<file path="config.mk">
export PLATFORM = sky130hd
export DESIGN_NAME = mpq_regs
export DESIGN_NICKNAME = d
export VERILOG_FILES = /design/src/hw/mpq_pkg.sv /design/src/hw/mpq_regs.sv
export SDC_FILE = /design/constraint.sdc
export NUM_CORES = 1
export LEC_CHECK = 0
export BUFFER_PORTS_ARGS = -buffer_cell sky130_fd_sc_hd__buf_4
export CAP_MARGIN = 20
export CORE_AREA = 10 10 198 200
export DETAILED_ROUTE_END_ITERATION = 7
export DIE_AREA = 0 0 208 210
export HOLD_SLACK_MARGIN = 0.02
export MAX_ROUTING_LAYER = met4
export PLACE_DENSITY = 0.62
export SYNTH_ARGS = -nofsm -noshare
export SYNTH_HDL_FRONTEND = slang
export SYNTH_SLANG_ARGS = --single-unit
export TNS_END_PERCENT = 1
</file>
<file path="constraint.sdc">
create_clock -name sys_clk_i -period 4.2 [get_ports sys_clk_i]
set_input_delay 0.63 -clock sys_clk_i [delete_from_list [all_inputs] [get_ports sys_clk_i]]
set_output_delay 0.63 -clock sys_clk_i [all_outputs]
set_load 0.02 [all_outputs]
</file>
<file path="src/hw/mpq_pkg.sv">
// package: register map, reset values and carriers for the power quality register bank
package mpq_pkg;

  // ---------------------------------------------------------------
  // widths
  // ---------------------------------------------------------------
  localparam int IDX_W   = 18;
  localparam int ADDR_W  = 20;
  localparam int DATA_W  = 32;
  localparam int PWR_W   = 24;
  localparam int HALF_W  = 16;
  localparam int PHASES  = 3;

  // ---------------------------------------------------------------
  // register indices; byte address is four times the index
  // ---------------------------------------------------------------
  localparam logic [IDX_W-1:0] IDX_PHASE_A_APPARENT_POWER = 18'h0e519;
  localparam logic [IDX_W-1:0] IDX_PHASE_B_APPARENT_POWER = 18'h0e51a;
  localparam logic [IDX_W-1:0] IDX_PHASE_C_APPARENT_POWER = 18'h0e51b;
  localparam logic [IDX_W-1:0] IDX_CONFIG_CHECKSUM        = 18'h0e51f;
  localparam logic [IDX_W-1:0] IDX_NOMINAL_VOLTAGE        = 18'h0e520;
  localparam logic [IDX_W-1:0] IDX_RSVD0_LO               = 18'h0e521;
  localparam logic [IDX_W-1:0] IDX_RSVD0_HI               = 18'h0e52e;
  localparam logic [IDX_W-1:0] IDX_NOMINAL_VOLTAGE_ENABLE = 18'h0e530;
  localparam logic [IDX_W-1:0] IDX_PHASE_PEAK_STATUS      = 18'h0e600;
  localparam logic [IDX_W-1:0] IDX_PHASE_DELAY_0          = 18'h0e601;
  localparam logic [IDX_W-1:0] IDX_PHASE_DELAY_2          = 18'h0e603;
  localparam logic [IDX_W-1:0] IDX_RSVD1_LO               = 18'h0e604;
  localparam logic [IDX_W-1:0] IDX_RSVD1_HI               = 18'h0e606;
  localparam logic [IDX_W-1:0] IDX_LINE_PERIOD            = 18'h0e607;
  localparam logic [IDX_W-1:0] IDX_PHASE_NOLOAD_STATUS    = 18'h0e608;
  localparam logic [IDX_W-1:0] IDX_RSVD2_LO               = 18'h0e609;
  localparam logic [IDX_W-1:0] IDX_RSVD2_HI               = 18'h0e60b;
  localparam logic [IDX_W-1:0] IDX_LINE_CYCLE_COUNT       = 18'h0e60c;
  localparam logic [IDX_W-1:0] IDX_ZERO_CROSS_TIMEOUT     = 18'h0e60d;
  localparam logic [IDX_W-1:0] IDX_COMPUTATION_MODE       = 18'h0e60e;
  localparam logic [IDX_W-1:0] IDX_ADC_INPUT_GAIN         = 18'h0e60f;

  // ---------------------------------------------------------------
  // reset values
  // ---------------------------------------------------------------
  localparam logic [DATA_W-1:0] RST_CONFIG_CHECKSUM    = 32'h33666787;
  localparam logic [PWR_W-1:0]  RST_NOMINAL_VOLTAGE    = 24'h000000;
  localparam logic [HALF_W-1:0] RST_LINE_CYCLE_COUNT   = 16'hffff;
  localparam logic [HALF_W-1:0] RST_ZERO_CROSS_TIMEOUT = 16'hffff;
  localparam logic [HALF_W-1:0] RST_COMPUTATION_MODE   = 16'h01ff;
  localparam logic [HALF_W-1:0] RST_ADC_INPUT_GAIN     = 16'h0000;
  localparam logic [PHASES-1:0] RST_NOM_ENABLE         = 3'h0;

  // ---------------------------------------------------------------
  // carriers
  // ---------------------------------------------------------------
  typedef struct packed {
    logic [PHASES-1:0][PWR_W-1:0]  apparent_power;
    logic [HALF_W-1:0]             phase_peak_status;
    logic [PHASES-1:0][HALF_W-1:0] phase_delay;
    logic [HALF_W-1:0]             line_period;
    logic [HALF_W-1:0]             phase_noload_status;
    logic                          checksum_upd;
    logic [DATA_W-1:0]             checksum;
  } mpq_dsp_t;

  typedef struct packed {
    logic [PWR_W-1:0]  nominal_voltage;
    logic [PHASES-1:0] nominal_voltage_enable;
    logic [HALF_W-1:0] line_cycle_count;
    logic [HALF_W-1:0] zero_cross_timeout;
    logic [HALF_W-1:0] computation_mode;
    logic [HALF_W-1:0] adc_input_gain;
  } mpq_cfg_t;

  typedef struct packed {
    logic                          pready;
    logic                          pslverr;
    logic [DATA_W-1:0]             prdata;
    logic [DATA_W-1:0]             checksum;
    mpq_cfg_t                      cfg;
    logic [PHASES-1:0][PWR_W-1:0]  vrms_used;
  } mpq_state_t;

endpackage

</file>
<file path="src/hw/mpq_regs.sv">
// module: APB register bank for apparent power, checksum and power quality registers
`timescale 1ns/1ps

// Notes on behaviour
// [RULE_01] apparent power readouts: 24-bit signed, read-only, read back sign-extended to 32.
// [RULE_02] checksum is read-only 32-bit and resets to its fixed value.
// [RULE_03] nominal voltage: writable 24-bit, resets to zero, read zero-padded to 32.
// [RULE_04] per-phase enable replaces measured rms voltage with nominal voltage value.
// [RULE_05] software never writes reserved ranges; such writes are dropped here.
// [RULE_06] phase peak status is read-only 16-bit, no reset value.
// [RULE_07] three read-only 16-bit phase delay registers follow the peak status.
// [RULE_08] phase no-load status is read-only 16-bit.
// [RULE_09] line cycle count is writable 16-bit, resets to all ones.
// [RULE_10] computation mode is writable 16-bit, resets to 0x01ff.
// [RULE_11] adc input gain is writable 16-bit, resets to zero.
// [RULE_12] writes to read-only registers change nothing and have no side effect.
module mpq_regs
(
  // clock and reset
  input  wire logic                                       sys_clk_i,
  input  wire logic                                       nrst_i,
  // apb slave
  input  wire logic                                       psel_i,
  input  wire logic                                       penable_i,
  input  wire logic                                       pwrite_i,
  input  wire logic [mpq_pkg::ADDR_W-1:0]                 paddr_i,
  input  wire logic [mpq_pkg::DATA_W-1:0]                 pwdata_i,
  input  wire logic [3:0]                                 pstrb_i,
  output logic      [mpq_pkg::DATA_W-1:0]                 prdata_o,
  output logic                                            pready_o,
  output logic                                            pslverr_o,
  // dsp readouts
  input  wire mpq_pkg::mpq_dsp_t                          dsp_i,
  input  wire logic [mpq_pkg::PHASES-1:0][mpq_pkg::PWR_W-1:0] meas_vrms_i,
  // configuration and substituted voltages
  output mpq_pkg::mpq_cfg_t                               cfg_o,
  output logic [mpq_pkg::PHASES-1:0][mpq_pkg::PWR_W-1:0]  vrms_used_o
);

  // ---------------------------------------------------------------
  // state
  // ---------------------------------------------------------------
  mpq_pkg::mpq_state_t          st_r;
  mpq_pkg::mpq_state_t          st_nxt;
  logic [mpq_pkg::IDX_W-1:0]    idx;
  logic                         aligned;
  logic                         access;
  logic                         commit;

  // ---------------------------------------------------------------
  // helpers
  // ---------------------------------------------------------------
  function automatic logic [31:0] merge32
  (
    input logic [31:0] old_v,
    input logic [31:0] new_v,
    input logic [3:0]  strb
  );
    logic [31:0] res;
    res = old_v;
    for (int b = 0; b < 4; b++)
    begin
      if (strb[b])
      begin
        res[b*8 +: 8] = new_v[b*8 +: 8];
      end
    end
    return res;
  endfunction

  function automatic logic [31:0] sext24(input logic [23:0] v);
    return {{8{v[23]}}, v};
  endfunction

  assign idx     = paddr_i[mpq_pkg::ADDR_W-1:2];
  assign aligned = (paddr_i[1:0] == 2'h0);
  // one wait state: data is decoded in the first access cycle, answered in the second
  assign access  = psel_i && penable_i && !st_r.pready;
  assign commit  = psel_i && penable_i && st_r.pready && pwrite_i && !st_r.pslverr;

  // ---------------------------------------------------------------
  // next state
  // ---------------------------------------------------------------
  always_comb
  begin
    logic [31:0] rd;
    logic        err;
    logic [31:0] m;
    rd     = 32'h0;
    err    = 1'b0;
    m      = 32'h0;
    st_nxt = st_r;

    st_nxt.pready  = access;
    st_nxt.pslverr = 1'b0;
    st_nxt.prdata  = 32'h0;

    // read decode and address check
    if (!aligned)
    begin
      err = 1'b1;
    end
    else if (idx == mpq_pkg::IDX_PHASE_A_APPARENT_POWER)
    begin
      rd = sext24(dsp_i.apparent_power[0]); // [RULE_01]
    end
    else if (idx == mpq_pkg::IDX_PHASE_B_APPARENT_POWER)
    begin
      rd = sext24(dsp_i.apparent_power[1]); // [RULE_01]
    end
    else if (idx == mpq_pkg::IDX_PHASE_C_APPARENT_POWER)
    begin
      rd = sext24(dsp_i.apparent_power[2]); // [RULE_01]
    end
    else if (idx == mpq_pkg::IDX_CONFIG_CHECKSUM)
    begin
      rd = st_r.checksum; // [RULE_02]
    end
    else if (idx == mpq_pkg::IDX_NOMINAL_VOLTAGE)
    begin
      rd = {8'h0, st_r.cfg.nominal_voltage}; // [RULE_03]
    end
    else if (idx == mpq_pkg::IDX_NOMINAL_VOLTAGE_ENABLE)
    begin
      rd = {29'h0, st_r.cfg.nominal_voltage_enable};
    end
    else if (idx == mpq_pkg::IDX_PHASE_PEAK_STATUS)
    begin
      rd = {16'h0, dsp_i.phase_peak_status}; // [RULE_06]
    end
    else if (idx >= mpq_pkg::IDX_PHASE_DELAY_0 && idx <= mpq_pkg::IDX_PHASE_DELAY_2)
    begin
      rd = {16'h0, dsp_i.phase_delay[idx[1:0] - 2'h1]}; // [RULE_07]
    end
    else if (idx == mpq_pkg::IDX_LINE_PERIOD)
    begin
      rd = {16'h0, dsp_i.line_period};
    end
    else if (idx == mpq_pkg::IDX_PHASE_NOLOAD_STATUS)
    begin
      rd = {16'h0, dsp_i.phase_noload_status}; // [RULE_08]
    end
    else if (idx == mpq_pkg::IDX_LINE_CYCLE_COUNT)
    begin
      rd = {16'h0, st_r.cfg.line_cycle_count}; // [RULE_09]
    end
    else if (idx == mpq_pkg::IDX_ZERO_CROSS_TIMEOUT)
    begin
      rd = {16'h0, st_r.cfg.zero_cross_timeout};
    end
    else if (idx == mpq_pkg::IDX_COMPUTATION_MODE)
    begin
      rd = {16'h0, st_r.cfg.computation_mode}; // [RULE_10]
    end
    else if (idx == mpq_pkg::IDX_ADC_INPUT_GAIN)
    begin
      rd = {16'h0, st_r.cfg.adc_input_gain}; // [RULE_11]
    end
    else
    begin
      // reserved ranges land here too: error, no write, read zero
      err = 1'b1; // [RULE_05]
    end

    if (access)
    begin
      st_nxt.pslverr = err;
      st_nxt.prdata  = (pwrite_i || err) ? 32'h0 : rd;
    end

    // checksum follows the dsp only when it publishes a new value
    if (dsp_i.checksum_upd)
    begin
      st_nxt.checksum = dsp_i.checksum; // [RULE_02]
    end

    // writes take effect at the completing edge only; read-only targets fall through
    if (commit)
    begin
      if (idx == mpq_pkg::IDX_NOMINAL_VOLTAGE)
      begin
        m = merge32({8'h0, st_r.cfg.nominal_voltage}, pwdata_i, pstrb_i);
        st_nxt.cfg.nominal_voltage = m[23:0]; // [RULE_03]
      end
      else if (idx == mpq_pkg::IDX_NOMINAL_VOLTAGE_ENABLE)
      begin
        m = merge32({29'h0, st_r.cfg.nominal_voltage_enable}, pwdata_i, pstrb_i);
        st_nxt.cfg.nominal_voltage_enable = m[2:0];
      end
      else if (idx == mpq_pkg::IDX_LINE_CYCLE_COUNT)
      begin
        m = merge32({16'h0, st_r.cfg.line_cycle_count}, pwdata_i, pstrb_i);
        st_nxt.cfg.line_cycle_count = m[15:0]; // [RULE_09]
      end
      else if (idx == mpq_pkg::IDX_ZERO_CROSS_TIMEOUT)
      begin
        m = merge32({16'h0, st_r.cfg.zero_cross_timeout}, pwdata_i, pstrb_i);
        st_nxt.cfg.zero_cross_timeout = m[15:0];
      end
      else if (idx == mpq_pkg::IDX_COMPUTATION_MODE)
      begin
        m = merge32({16'h0, st_r.cfg.computation_mode}, pwdata_i, pstrb_i);
        st_nxt.cfg.computation_mode = m[15:0]; // [RULE_10]
      end
      else if (idx == mpq_pkg::IDX_ADC_INPUT_GAIN)
      begin
        m = merge32({16'h0, st_r.cfg.adc_input_gain}, pwdata_i, pstrb_i);
        st_nxt.cfg.adc_input_gain = m[15:0]; // [RULE_11]
      end
      else
      begin
        // read-only target: contents stay, no side effect
        st_nxt.cfg = st_r.cfg; // [RULE_12]
      end
    end

    // substitution uses the stored nominal value, one cycle behind a write
    for (int p = 0; p < mpq_pkg::PHASES; p++)
    begin
      st_nxt.vrms_used[p] = st_r.cfg.nominal_voltage_enable[p] ?
                            st_r.cfg.nominal_voltage : meas_vrms_i[p]; // [RULE_04]
    end
  end

  // ---------------------------------------------------------------
  // registers
  // ---------------------------------------------------------------
  always_ff @(posedge sys_clk_i)
  begin
    if (!nrst_i)
    begin
      st_r.pready                     <= 1'b0;
      st_r.pslverr                    <= 1'b0;
      st_r.prdata                     <= 32'h0;
      st_r.checksum                   <= mpq_pkg::RST_CONFIG_CHECKSUM; // [RULE_02]
      st_r.cfg.nominal_voltage        <= mpq_pkg::RST_NOMINAL_VOLTAGE; // [RULE_03]
      st_r.cfg.nominal_voltage_enable <= mpq_pkg::RST_NOM_ENABLE;
      st_r.cfg.line_cycle_count       <= mpq_pkg::RST_LINE_CYCLE_COUNT; // [RULE_09]
      st_r.cfg.zero_cross_timeout     <= mpq_pkg::RST_ZERO_CROSS_TIMEOUT;
      st_r.cfg.computation_mode       <= mpq_pkg::RST_COMPUTATION_MODE; // [RULE_10]
      st_r.cfg.adc_input_gain         <= mpq_pkg::RST_ADC_INPUT_GAIN; // [RULE_11]
      st_r.vrms_used                  <= '0;
    end
    else
    begin
      st_r <= st_nxt;
    end
  end

  // ---------------------------------------------------------------
  // outputs
  // ---------------------------------------------------------------
  assign prdata_o    = st_r.prdata;
  assign pready_o    = st_r.pready;
  assign pslverr_o   = st_r.pslverr;
  assign cfg_o       = st_r.cfg;
  assign vrms_used_o = st_r.vrms_used;

endmodule

</file>
==> run metrics <==
minimum clock period 3320 ps; Remaining DRCs 0; Min Hold Slack 303 ps; Num CTS Buffers 28; CP Launch Type input port; global-route wire length before repair 78,900 um; synth warn 0; Yosys top cell area share 37.0%; dominant cell type by area after synthesis dfxtp_1; Synth Area per Inst 8.95 um2; H-tree depth 1; share of layout cells above drive strength 1 37.8%; ys flop type dfxtp_1; fin cells 2,169; CTS tree done; # clock sinks 229; CTS Hold Bufs 0; Synth cell types 61; Post-Route Skew 14.5 ps; Post-CTS Resized 0; initial detailed-routing violation count 876; Worst-path clk slew 60 ps; postcts setup bufs 0; worst hold path class input port to flip-flop; CTS max path bufs 3; unrepaired setup endpoints after global routing no; DPL Wire Length 44,400 um; critical path capture point type flip-flop; vias in the first global route 11,528; Async SR Flop Fraction 0%; clock root buffer master clkbuf_16; Die Span X 208 um; Die ar. 43,700 um2; Final Util 46.2%; Detailed Route WL 55,300 um; top cells by area, synth dfxtp_1 (37%), mux2i_1 (12%), buf_4 (12%); cell area after layout 16,300 um2; CP required 4590 ps; highest routed layer met4; Post-Place Setup Slack 413 ps; IO Pins 531; largest net degree at the start of global routing 81; cell total after placement 2,113; worst relative slew slack 29.2%; Pins Over Slew Limit 0; final sum of negative setup slack 0 ps; M1 wire length 24,100 um; Pwr per Cell Area 328 nW/um2; cells after synthesis 1,382; Final Hold Vio Count 0; site row count 69; Die Height 210 um; share of the yosys chip area belonging to registers 37.0%; Setup CP Type input port to flip-flop; I/O Buffers 521; Worst VDD drop 265 uV; GPL Wtd Cong 0.929; Congestion Overflow GR 0; Area Overhead vs Synth 31.4%; final worst setup slack 880 ps; EDFF count, synth 0; WL per Instance 25.5 um; worst slew pin tran 1060 ps; via density per instance 5.24; gr usage total 24.3%; crit-path max FO 24; met2 wire length 26,000 um; period utilisation layout 79.1%; P_leak 6.80 nW; worst skew pair latency 540 ps; initial core utilization 35.1%; Arrival @ worst endpoint 3710 ps; initial antenna violation count 6; drt pass-1 iters 6; Fill cells 3,448; Final Power 5.34 mW; core area 35,200 um2; met3 wire length 3970 um; final setup fails 0; Detail Route Antenna Nets 0; Syn Nets 1,721; Via Count 11,367; fmax 301 MHz; # Max-Cap Violations 0; outcome completed; DP Area 15,300 um2; final net count 2,021; post-synthesis register bit count 229; synthesized area 12,400 um2
-- worst max-delay path: stages --
cell and delay [ps]:
buf_4 210, inv_1 200, ha_1 360, buf_4 200, nor2_1 260, nand2_1 90, a21oi_1 230, o21a_1 170
a41o_1 880, o21bai_2 380, a21oi_1 90
-- final cells by class --
class | instances | area (um2) | area share (%)
well taps | 461 | 577 | 3.55
inverters | 6 | 22.5 | 0.138
clock inverters | 12 | 141 | 0.869
diodes | 6 | 15.0 | 0.0923
repair buffers | 557 | 4180 | 25.7
flip-flops and latches | 229 | 4590 | 28.2
multi-input cells | 860 | 5930 | 36.5
clock buffers | 38 | 810 | 4.98
-- layout by cell type, fill, tap and decap left out, types with 11 or more instances in the layout --
cell | Yosys | final
buf_4 | 198 | 557
dfxtp_1 | 229 | 226
mux2i_1 | 153 | 153
nand2_1 | 148 | 148
nor2b_1 | 127 | 126
nor2_1 | 59 | 58
a221oi_1 | 54 | 54
a21oi_1 | 38 | 38
nand3_1 | 34 | 34
o21ai_0 | 32 | 32
clkbuf_16 | 0 | 29
o221ai_1 | 24 | 24
a22oi_1 | 19 | 19
a21boi_0 | 17 | 17
mux2_2 | 14 | 14
nor3_1 | 12 | 12
o22a_1 | 11 | 11
-- report_power, final --
part | switching [mW] | internal [mW] | total [mW]
Sequential | 0.0249 | 2.23 | 2.25
Clock | 0.960 | 1.52 | 2.48
Combinational | 0.273 | 0.332 | 0.605
-- per-layer routing --
layer  up-vias  global-route usage (%)
met5         -                       -
met4         0                    6.05
met3        73                    5.43
met2       539                    38.6
met1      5436                    30.8
li1       5319                       -
-- synthesized netlist by cell type, types with 24 or more instances --
cell and count:
o221ai_1 24, buf_4 198, nor2_1 59, a221oi_1 54, dfxtp_1 229, nand3_1 34
mux2i_1 153, clkbuf_1 75, nor2b_1 127, o21ai_0 32, nand2_1 148, a21oi_1 38
-- final timing paths --
check | from | end | slack [ps] | depth (start not counted)
min | dsp_i[7] | st_r[170] | 300 | 3
max reg2reg | pready_o | cfg_o[41] | 1870 | 6
max | paddr_i[2] | prdata_o[30] | 880 | 11
min reg2reg | st_r[188] | prdata_o[25] | 460 | 2
-- flip-flops by register name, summed over array words and instances, names as in the netlist --
name and cells:
cfg_o 91, prdata_o 32, pready_o 1, pslverr_o 1
st_r 32, vrms_used_o 72
-- logic make-up (layout without fill, tap and decap cells) --
logic type	after synthesis	after routing	synth area share, %
simple gates	429	429	17.7
fa+ha+maj	5	5	0.506
other cells	0	6	0
buf+inv	293	613	15.1
flops	229	229	37.0
compound gates	259	259	16.1
mux	167	167	13.7
No activity file was read; power rests on OpenSTA's default activity.
